`src/pgsp_pkg.sv`:
```
package pgsp_pkg;
   localparam int          SAMPLE_W       = 24;
   localparam int          GAIN_W         = 16;      // Q1.15 linear gain
   localparam logic [7:0]  VOL_RESET      = 8'h00;
   localparam logic [7:0]  VOL_MUTE_MAX   = 8'hC8;
   localparam logic [15:0] GAIN_UNITY     = 16'h7FFF;
   localparam logic [15:0] GAIN_HALF_DB   = 16'h78D6; // 10^(-0.5/20)
   localparam logic [2:0]  HPF_BYPASS     = 3'h0;
   localparam logic [1:0]  MODE_DUAL      = 2'h0;
   localparam logic [1:0]  MODE_LOW_ONLY  = 2'h1;
   localparam logic [1:0]  MODE_HIGH_ONLY = 2'h2;
   localparam logic [1:0]  MODE_NEAR_IDLE = 2'h3;
   localparam int          GATE_LEAD      = 7;
   localparam int          DELAY_LEN      = 8;
   localparam int          HYS_SHIFT      = 4;  // Log2 of samples per hysteresis step
   localparam int          GATE_SHIFT     = 6;  // Log2 of samples per gate timer step
   localparam int          DLY_SHIFT      = 1;  // Samples per switch delay step
endpackage

```
`src/pgsp_core.sv`:
```
`timescale 1ns/1ps
module pgsp_core (
   // Clock and reset
   input  wire logic                         mclk,
   input  wire logic                         sys_rst,
   // Sample stream in
   input  wire logic                         sampleValid,
   input  wire logic signed [pgsp_pkg::SAMPLE_W-1:0] sampleIn,
   // Filter and volume control
   input  wire logic [2:0]                   highpassCornerSelect,
   input  wire logic                         outputPolarityInvert,
   input  wire logic [7:0]                   volumeLevelCode,
   input  wire logic [31:0]                  volumeSlewRate,
   input  wire logic [1:0]                   volumeRampControl,
   input  wire logic [4:0]                   amplifierLevelSetting,
   // Supply control
   input  wire logic                         internalRegulatorMode,
   input  wire logic [1:0]                   outputSupplyMode,
   input  wire logic [1:0]                   supplySwitchDelay,
   input  wire logic [3:0]                   selectorHysteresisTime,
   input  wire logic                         selectorThresholdType,
   input  wire logic [3:0]                   selectorRelativeThreshold,
   input  wire logic [4:0]                   selectorFixedThreshold,
   input  wire logic [1:0]                   selectorIdleThreshold,
   input  wire logic [23:0]                  lowRailLevel,
   input  wire logic                         highRailHeadroomLow,
   // Noise gate control
   input  wire logic [1:0]                   gateThreshold,
   input  wire logic [2:0]                   gateHoldTimer,
   input  wire logic                         gateEnable,
   input  wire logic                         gateRampSelect,
   input  wire logic                         gateFineModeEnable,
   input  wire logic [23:0]                  gateFineLevel,
   input  wire logic [18:3]                  gateFineHysteresis,
   // Output stream and stage control
   output logic                              sampleOutValid,
   output logic signed [pgsp_pkg::SAMPLE_W-1:0] sampleOut,
   output logic [4:0]                        ampLevel,
   output logic                              useHighRail,
   output logic                              stagePowered,
   output logic [15:0]                       currentGain
);
   import pgsp_pkg::*;

   typedef logic signed [SAMPLE_W-1:0] smp_t;

   // ==========================================================
   // Helpers
   function automatic logic [SAMPLE_W-1:0] absVal(input smp_t s);
      return s[SAMPLE_W-1] ? SAMPLE_W'(-s) : SAMPLE_W'(s);
   endfunction

   // Threshold as magnitude: 2^(23 - steps) - 1
   function automatic logic [SAMPLE_W-1:0] dbThresh(input logic [4:0] steps);
      logic [SAMPLE_W-1:0] t;
      t = 24'h7FFFFF;
      return t >> steps;
   endfunction

   // ==========================================================
   // Highpass filter (first order, shift chosen by corner)
   smp_t hpfState_r;
   smp_t hpfOut;
   smp_t hpfDiff;
   logic [3:0] hpfShift;

   always_comb begin
      hpfShift = 4'(13) - {1'b0, highpassCornerSelect};
      hpfDiff  = sampleIn - hpfState_r;
      hpfOut   = (highpassCornerSelect == HPF_BYPASS) ? sampleIn : hpfDiff;
   end

   always_ff @(posedge mclk) begin
      if (sys_rst) begin
         hpfState_r <= '0;
      end else if (sampleValid && highpassCornerSelect != HPF_BYPASS) begin
         hpfState_r <= hpfState_r + (hpfDiff >>> hpfShift);
      end
   end

   // ==========================================================
   // Seven-sample lookahead delay line
   smp_t dly_r [DELAY_LEN];

   always_ff @(posedge mclk) begin
      if (sys_rst) begin
         for (int i = 0; i < DELAY_LEN; i++) begin
            dly_r[i] <= '0;
         end
      end else if (sampleValid) begin
         dly_r[0] <= hpfOut;
         for (int i = 1; i < DELAY_LEN; i++) begin
            dly_r[i] <= dly_r[i-1];
         end
      end
   end

   // ==========================================================
   // Volume target gain (iterative half-dB steps)
   logic [7:0]  volCode_r;
   logic [7:0]  calcCnt_r;
   logic [15:0] calcGain_r;
   logic [15:0] targetGain_r;
   logic        calcBusy_r;
   logic [31:0] prodHalf;

   assign prodHalf = calcGain_r * GAIN_HALF_DB;

   always_ff @(posedge mclk) begin
      if (sys_rst) begin
         volCode_r    <= VOL_RESET;
         targetGain_r <= GAIN_UNITY;
         calcGain_r   <= GAIN_UNITY;
         calcCnt_r    <= '0;
         calcBusy_r   <= 1'b0;
      end else if (!calcBusy_r && volumeLevelCode != volCode_r) begin
         volCode_r  <= volumeLevelCode;
         // First half-dB step is the exact constant, not unity times it
         calcGain_r <= GAIN_HALF_DB;
         calcCnt_r  <= volumeLevelCode - 8'h01;
         calcBusy_r <= (volumeLevelCode <= VOL_MUTE_MAX) && (volumeLevelCode != 8'h00);
         if (volumeLevelCode > VOL_MUTE_MAX) begin
            targetGain_r <= '0;
         end else if (volumeLevelCode == 8'h00) begin
            targetGain_r <= GAIN_UNITY;
         end
      end else if (calcBusy_r) begin
         if (calcCnt_r == 8'h00) begin
            targetGain_r <= calcGain_r;
            calcBusy_r   <= 1'b0;
         end else begin
            calcGain_r <= prodHalf[30:15];
            calcCnt_r  <= calcCnt_r - 8'h01;
         end
      end
   end

   // ==========================================================
   // Noise gate
   logic [SAMPLE_W-1:0] gateLevel;
   logic [SAMPLE_W-1:0] inMag;
   logic [15:0]         gateCnt_r;
   logic [15:0]         gateLimit;
   logic [2:0]          wakeCnt_r;
   logic                gateDown_r;

   assign inMag = absVal(hpfOut);

   always_comb begin
      if (gateFineModeEnable) begin
         gateLevel = gateFineLevel;
         gateLimit = gateFineHysteresis;
      end else begin
         gateLevel = dbThresh(5'd15 + {3'b000, gateThreshold});
         gateLimit = 16'(({13'h0000, gateHoldTimer} + 16'h0001) << GATE_SHIFT);
      end
   end

   always_ff @(posedge mclk) begin
      if (sys_rst || !gateEnable) begin
         gateCnt_r  <= '0;
         gateDown_r <= 1'b0;
         wakeCnt_r  <= '0;
      end else if (sampleValid) begin
         if (inMag >= gateLevel) begin
            gateCnt_r  <= '0;
            gateDown_r <= 1'b0;
            wakeCnt_r  <= 3'(GATE_LEAD);
         end else begin
            if (wakeCnt_r != 3'h0) begin
               wakeCnt_r <= wakeCnt_r - 3'h1;
            end
            if (gateCnt_r >= gateLimit) begin
               gateDown_r <= (wakeCnt_r == 3'h0);
            end else begin
               gateCnt_r <= gateCnt_r + 16'h0001;
            end
         end
      end
   end

   // ==========================================================
   // Volume ramp
   logic [15:0] gainTarget;
   logic [15:0] gain_r;
   logic [31:0] slewAcc_r;
   logic [15:0] stepSize;

   assign gainTarget = (gateDown_r && !gateRampSelect) ? 16'h0000 : targetGain_r;
   assign stepSize   = (volumeSlewRate[31:16] == 16'h0000) ? 16'h0001 : volumeSlewRate[31:16];

   always_ff @(posedge mclk) begin
      if (sys_rst) begin
         gain_r    <= GAIN_UNITY;
         slewAcc_r <= '0;
      end else begin
         // Ramp off: gain jumps at once, also with no samples flowing
         if (volumeRampControl == 2'h3) begin
            gain_r <= gainTarget;
         end else if (sampleValid && gain_r < gainTarget) begin
            gain_r <= (gainTarget - gain_r > stepSize) ? gain_r + stepSize : gainTarget;
         end else if (sampleValid && gain_r > gainTarget) begin
            gain_r <= (gain_r - gainTarget > stepSize) ? gain_r - stepSize : gainTarget;
         end
         if (sampleValid) begin
            slewAcc_r <= slewAcc_r + volumeSlewRate;
         end
      end
   end

   // ==========================================================
   // Output gain and polarity
   logic signed [SAMPLE_W+16:0] prodOut;
   smp_t                        scaled;

   assign prodOut = dly_r[GATE_LEAD-1] * $signed({1'b0, gain_r});
   assign scaled  = prodOut[SAMPLE_W+14:15];

   always_ff @(posedge mclk) begin
      if (sys_rst) begin
         sampleOut      <= '0;
         sampleOutValid <= 1'b0;
         ampLevel       <= '0;
      end else begin
         sampleOutValid <= sampleValid;
         ampLevel       <= amplifierLevelSetting;
         if (sampleValid) begin
            sampleOut <= outputPolarityInvert ? -scaled : scaled;
         end
      end
   end

   // ==========================================================
   // Level-based supply selector
   logic [SAMPLE_W-1:0] selThresh;
   logic [SAMPLE_W-1:0] outMag;
   logic [7:0]          hysCnt_r;
   logic [7:0]          hysLimit;
   logic [3:0]          dlyCnt_r;
   logic                lowSel_r;
   logic                aboveSel;

   assign outMag   = absVal(scaled);
   assign hysLimit = 8'(({4'h0, selectorHysteresisTime} + 8'h01) << HYS_SHIFT);

   always_comb begin
      if (outputSupplyMode == MODE_NEAR_IDLE) begin
         selThresh = dbThresh(5'd20 + {3'b000, selectorIdleThreshold});
      end else if (selectorThresholdType) begin
         selThresh = lowRailLevel - dbThresh(5'd19 - {1'b0, selectorRelativeThreshold});
      end else begin
         selThresh = dbThresh(selectorFixedThreshold);
      end
      aboveSel = outMag >= selThresh;
   end

   always_ff @(posedge mclk) begin
      if (sys_rst) begin
         hysCnt_r <= '0;
         dlyCnt_r <= '0;
         lowSel_r <= 1'b0;
      end else if (sampleValid) begin
         if (aboveSel) begin
            hysCnt_r <= '0;
            if (lowSel_r) begin
               if (dlyCnt_r >= 4'({supplySwitchDelay, 1'b0} >> DLY_SHIFT)) begin
                  lowSel_r <= 1'b0;
                  dlyCnt_r <= '0;
               end else begin
                  dlyCnt_r <= dlyCnt_r + 4'h1;
               end
            end
         end else begin
            dlyCnt_r <= '0;
            if (hysCnt_r >= hysLimit) begin
               lowSel_r <= 1'b1;
            end else begin
               hysCnt_r <= hysCnt_r + 8'h01;
            end
         end
      end
   end

   // ==========================================================
   // Rail choice and stage power
   always_ff @(posedge mclk) begin
      if (sys_rst) begin
         useHighRail  <= 1'b1;
         stagePowered <= 1'b1;
         currentGain  <= GAIN_UNITY;
      end else begin
         stagePowered <= !(gateEnable && gateDown_r);
         currentGain  <= gain_r;
         unique case (outputSupplyMode)
            MODE_DUAL:      useHighRail <= highRailHeadroomLow || !lowSel_r;
            MODE_LOW_ONLY:  useHighRail <= 1'b0;
            MODE_HIGH_ONLY: useHighRail <= 1'b1;
            MODE_NEAR_IDLE: useHighRail <= !lowSel_r;
         endcase
      end
   end

   // Regulator mode is a software sequencing duty; not used in logic
   logic unusedReg;
   assign unusedReg = internalRegulatorMode ^ slewAcc_r[0];
endmodule

```
`config.mk`:
```
export PLATFORM = sky130hd
export DESIGN_NAME = pgsp_core
export DESIGN_NICKNAME = d
export VERILOG_FILES = /design/src/pgsp_pkg.sv /design/src/pgsp_core.sv
export SDC_FILE = /design/constraint.sdc
export NUM_CORES = 2
export LEC_CHECK = 0
export ABC_CLOCK_PERIOD_IN_PS = 19200
export BUFFER_PORTS_ARGS = -buffer_cell sky130_fd_sc_hd__buf_2
export CAP_MARGIN = 20
export CORE_AREA = 4 4 314 316
export DETAILED_ROUTE_END_ITERATION = 16
export DIE_AREA = 0 0 318 320
export PLACE_DENSITY = 0.64
export SETUP_SLACK_MARGIN = 0.05
export SLEW_MARGIN = 25
export SYNTH_ARGS = -nofsm -noshare
export SYNTH_HDL_FRONTEND = slang
export SYNTH_SLANG_ARGS = --single-unit
```
`constraint.sdc`:
```
create_clock -name mclk -period 19.2 [get_ports mclk]
set_input_delay 0.96 -clock mclk [delete_from_list [all_inputs] [get_ports mclk]]
set_output_delay 0.96 -clock mclk [all_outputs]
set_load 0.02 [all_outputs]
```
* After elaboration in Yosys (flattened, before gate mapping)
Memory sizes are Yosys's and may differ from the RTL's. Index checks and enable logic that the tools add are counted.
Storage, ports and cells: register bits after elaboration 170, memory bits (writable) 192, input bits 172, output and inout port bits 48, word-level logic and storage cells 176, memories 1
Operators by class: add/subtract/negate cells 21, multiply operators 2, magnitude comparators 11, eq/ne operators 10, shift operators 5, mux-type cells 58, bitwise operators 9, reductions and logical operators 39
Memories:
- dly_r | words 8, bits a word 24, read ports 7, clocked after memory_dff 0, wr ports 8, RTL line pgsp_core.sv:83 | smp_t dly_r [DELAY_LEN];
Operators with widths (number):
- 24-bit two-way mux | 15
- 16-bit two-way mux | 15
- 23-bit by 5-bit >> shifter with 24-bit output (first input constant) | 4
- 24-bit >= comparator | 2
- 16-bit > comparator | 3
- 24-bit negator | 2
- 16-bit subtractor | 3
- 24-bit subtractor | 2
- 8-bit two-way mux | 5
- 24-bit by 17-bit multiplier with 39-bit output | 1
- 11-bit two-way mux | 3
- 16-bit by 14-bit multiplier with 30-bit output (second input constant) | 1
- 24-bit adder | 1
- 24-bit by 4-bit >>> shifter with 24-bit output | 1
- 16-bit by 1-bit adder with 16-bit output (second input constant) | 1
- 16-bit adder | 1
- 16-bit >= comparator | 1
- 16-bit zero test | 1
- 8-bit zero test | 2
- 16-bit < comparator | 1
- 2-bit AND reduction | 8
- 8-bit by 1-bit subtractor with 8-bit output (second input constant) | 2
- 1-bit two-way mux | 14
- 4-bit two-way mux | 3
- other kinds (31) | 63

* Logic depth before layout (Yosys ltp)
depth in word-level cells 9, depth in mapped cells 41, gate-level depth less buffers 37

* Least setup slack after synthesis
No wires, ideal clock.
kind register -> register, start point register gain_r[2], end point register dlyCnt_r[0], library setup time 0.121 ns, arrival 9.224 ns, required time 19.079 ns, setup slack 9.855 ns, stages on the path, launching flop included 38, buffers on the path 4, clock period less this slack 9.345 ns, path through dfxtp_1 > clkbuf_1 > nand2_1 > fa_1 > fa_1 > inv_1 > fa_1 > fa_1 > fa_1 > inv_1 > fa_1 > inv_1 > ha_1 > clkbuf_1 > a21o_1 > a21oi_1 > nor2b_1 > or3_1 > [... 2 more ...] > a31oi_1 > xnor2_1 > buf_2 > buf_1 > nor2_1 > xnor2_1 > ha_1 > a21o_1 > a21o_1 > a21o_1 > a21o_1 > a221o_1 > a31oi_1 > o21ai_0 > a21oi_1 > o21ai_0 > and2_1 > mux2_2
Between the ends: cells in the longest elaborated chain, start to end 6, elaborated cells on any way between the ends 7, those cells by class add/sub (1); mul (1); order compare (1); eq/ne (1); mux (2); reduce/logical (1)
Ends and longest elaborated chain:
- from (decl) | RTL line pgsp_core.sv:185 | logic [15:0] gain_r;
- from (signal assigned) | RTL line pgsp_core.sv:199 | gain_r <= gainTarget;
- from (signal assigned) | RTL line pgsp_core.sv:201 | gain_r <= (gainTarget - gain_r > stepSize) ? gain_r + stepSize : gainTarget;
- from (signal assigned) | RTL line pgsp_core.sv:203 | gain_r <= (gain_r - gainTarget > stepSize) ? gain_r - stepSize : gainTarget;
- 24-bit by 17-bit multiplier with 39-bit output (*) | RTL line pgsp_core.sv:216 | assign prodOut = dly_r[GATE_LEAD-1] * $signed({1'b0, gain_r});
- 24-bit negator | RTL line pgsp_core.sv:50 | return s[SAMPLE_W-1] ? SAMPLE_W'(-s) : SAMPLE_W'(s);
- 24-bit two-way mux (*) | RTL line pgsp_core.sv:50
- 24-bit >= comparator (*) | RTL line pgsp_core.sv:254 | aboveSel = outMag >= selThresh;
- 2-bit != test (no source line)
- 2-bit AND reduction (no source line)
- to (signal assigned) | RTL line pgsp_core.sv:270 | dlyCnt_r <= dlyCnt_r + 4'h1;
- to (decl) | RTL line pgsp_core.sv:239 | logic [3:0] dlyCnt_r;
Every way passes the cells marked *; elsewhere a longest branch is shown, timed or not. A chain may end at the register's enable or synchronous reset.

* Worst setup path in the final report
start point register gain_r[3], end point register hysCnt_r[6]
Between the ends: cells in the longest elaborated chain, start to end 6, elaborated cells on any way between the ends 7, those cells by class add/sub (1); mul (1); order compare (1); eq/ne (1); mux (2); reduce/logical (1)
Ends and longest elaborated chain:
- 24-bit by 17-bit multiplier with 39-bit output (*) | RTL line pgsp_core.sv:216
- 24-bit negator | RTL line pgsp_core.sv:50
- 24-bit two-way mux (*) | RTL line pgsp_core.sv:50
- 24-bit >= comparator (*) | RTL line pgsp_core.sv:254
- 2-bit != test (no source line)
- 2-bit AND reduction (no source line)
- to (signal assigned) | RTL line pgsp_core.sv:278 | hysCnt_r <= hysCnt_r + 8'h01;
- to (decl) | RTL line pgsp_core.sv:237 | logic [7:0] hysCnt_r;
Marks and branches as above.

==> impl_results.md <==
* RD Place Congestion at between 0.9 and 1
* GRT busiest layer: met2
* Most common library cells after synthesis: inv_1, nand2_1, ha_1
* DP Wirelength at 93440 um
* Finish-stage setup viols at 0
* Area grow syn2layout at 8.527%
* DRC violations left at 0
* # hold bufs at CTS at 0
* Root buf cell: clkbuf_16
* Max Buffers Root-to-Sink at 3
* Startpoint types: flip-flop
* Worst Path Arrival at approximately 11 ns
* Final Routed Wirelength at 119300 um
* Post-synthesis async set-or-reset flop share at 0%
* Met1 Usage GRT at 31.96%
* CP Class: flip-flop to flip-flop
* Nets at 6069
* Final Slew Violations at 0
* Syn_area_per_cell at 8.740 um2
* Core ar. at between 0.09 and 0.1 mm2
* Crit. End Element: flip-flop
* Global-route wire length before repair at 190600 um
* Std-Cell Rows at 114
* Area leader, netlist: fa_1
* Worst slew pin tran at 1.039 ns
* # IOs at 220
* Hold path cells at 2
* CP most frequent cell: fa_1
* Slowest CP cell: o31ai_1
* Tmin final at between 10 and 15 ns
* CTS buffer count at 46
* Setup TNS at 0 ns
* Initial core utilization at 44.70%
* Delay of the slowest cell on the worst path at roughly 0.76 ns
* Gr usage total at 23.35%
* Die Ht at 320 um
* Netlist cell types at 92
* Post_cts resized at 0
* Syn Inst Count at 4909
* Yosys reg bits at ~340
* TritonCTS clock tree: built
* Total clock sinks at 338
* Largest net degree at the start of global routing at 102
* Setup Buffers After CTS at 0
* Critical Path RT at between 15 and 20 ns
* Post-synth EDFFs at 168
* Final hold vios at 0
* Clock transition at path regs at 0.06 ns
* Chip width at 318 um
* H-tree Lvls at 2
* Period utilization at between 50% and 60%
* Worst Hold Class: flip-flop to flip-flop
* Via count at 34600
* Syn nets at 6001
* Slew HR at 30.68%
* Layout cells sized above 1 at 7.580%
* Reg2reg path depth at 35
* Met3 Use GR at 4.157%
* Antenna violations before repair at 11
* Count leader, synth: inv_1
* Ys Warns at 0
* First drt pass iteration count at 5
* Status: finished clean
* DRT iter0 DRCs at 2484
* GR Util met2 at 38.09%
* Share of Yosys cell area claimed by the top area cell type at around a fifth
* Grt ovf at 0
* Mapped Area at 0.04291 mm2
* Die area at 0.1018 mm2
* Fmax at ~0.091 GHz
* Vias in the first global route at 34550
* Port Buf Inserts at 202
* Clock latency on the worst-skew pair at 0.61 ns
* DR vias/cell at 5.500
* Sequential element share of the synthesized area at between 10% and 20%
* Post-synth top flop: dfxtp_1
* Filler instances at 9253
* Critical Path Fanout Max at 21
* RSZ-0062 raised after global routing: no
* Post-route ant nets at 0
* Wire per inst at 18.97 um
* Max-Cap Viols at 0
* Fin Clk Skew at 0.02961 ns
* Synth area leaders: fa_1, ha_1, edfxtp_1
[cells by family after synthesis]
group                      Yosys count  synth area share [%]
DFF                                338                 19.69
and+or+nand+nor                   1497                 16.93
buffers and inverters              935                 8.203
AOI/OAI and AO/OA                  930                 14.23
xor gates and xnor gates           223                 4.602
adders and majority gates          920                 34.77
other                                2               0.01750
muxes                               64                 1.557
[worst paths after layout]
| kind | start | endpoint | slack [ns] |
|---|---|---|---|
| hold reg to reg | sampleOut[20] | sampleOut[20] | 0.45 |
| hold / removal | sampleOut[20] | sampleOut[20] | 0.45 |
| setup / recovery | gain_r[3] | hysCnt_r[6] | 8.22 |
| setup reg to reg | gain_r[3] | hysCnt_r[6] | 8.22 |
[through the flow]
step / std cells / util (%) / hold WS [ns] / cell area (um2) / setup slack (ns)
after floorplan: 4909 / - / 0.3778 / 42910 / 9.855
after global placement: 6205 / 46.92 / 0.4320 / 45040 / 8.410
after detailed placement: 6205 / 46.92 / 0.4417 / 45040 / 8.367
after CTS: 6289 / 48.50 / 0.4495 / 46550 / 8.270
after global routing: 6289 / 48.50 / 0.4690 / 46560 / 7.622
final: 6290 / 48.51 / 0.4480 / 46560 / 8.216
[per-layer routing]
layer / up-vias / routed length [um] / share of wire [%]
met5: - / 59 / 0.049
met2: 1061 / 54880 / 46
met3: 198 / 8024 / 6.7
met4: 8 / 3652 / 3.1
met1: 16740 / 52710 / 44
li1: 16590 / - / -
[registers in the layout (all words and copies together) (netlist names), 3 cells and up]
name and count:
currentGain 16, wakeCnt_r 3, volCode_r 8, hysCnt_r 8, calcCnt_r 8, targetGain_r 16
gain_r 16, sampleOut 24, ampLevel 5, calcGain_r 16, dly_r 168, gateCnt_r 16
dlyCnt_r 4, hpfState_r 24
[worst max-delay path: cells and delay by family (launching register included)]
family | cells | cell delay, ns
adders and majority gates | 8 | 3.87
AOI/OAI and AO/OA | 12 | 3.69
DFF | 1 | 0.72
buffers and inverters | 6 | 1.12
xor gates and xnor gates | 3 | 0.53
and+or+nand+nor | 6 | 0.85
[area by class of cell]
cell class / instances / area (um2) / area share [%]
repair buffers: 251 / 1384 / 2.972
clock inverters: 22 / 234.0 / 0.5025
clock buffers: 62 / 1282 / 2.754
well taps: 1276 / 1597 / 3.429
multi-input cells: 3636 / 30970 / 66.50
flip-flops and latches: 338 / 8448 / 18.14
inverters: 704 / 2650 / 5.691
diodes: 1 / 2.502 / 0.005374
[placed cells by master (no fill, tap or decap), types with 170 or more instances in the layout]
cell type	instances
ha_1	466
a21oi_1	244
fa_1	454
o21ai_0	178
dfxtp_1	170
buf_2	200
inv_1	700
nor2_1	245
nand2_1	572
and2_1	186
Power is not shown: default switching activity piles up to over one toggle a cycle in this logic, so the estimate is an artifact.
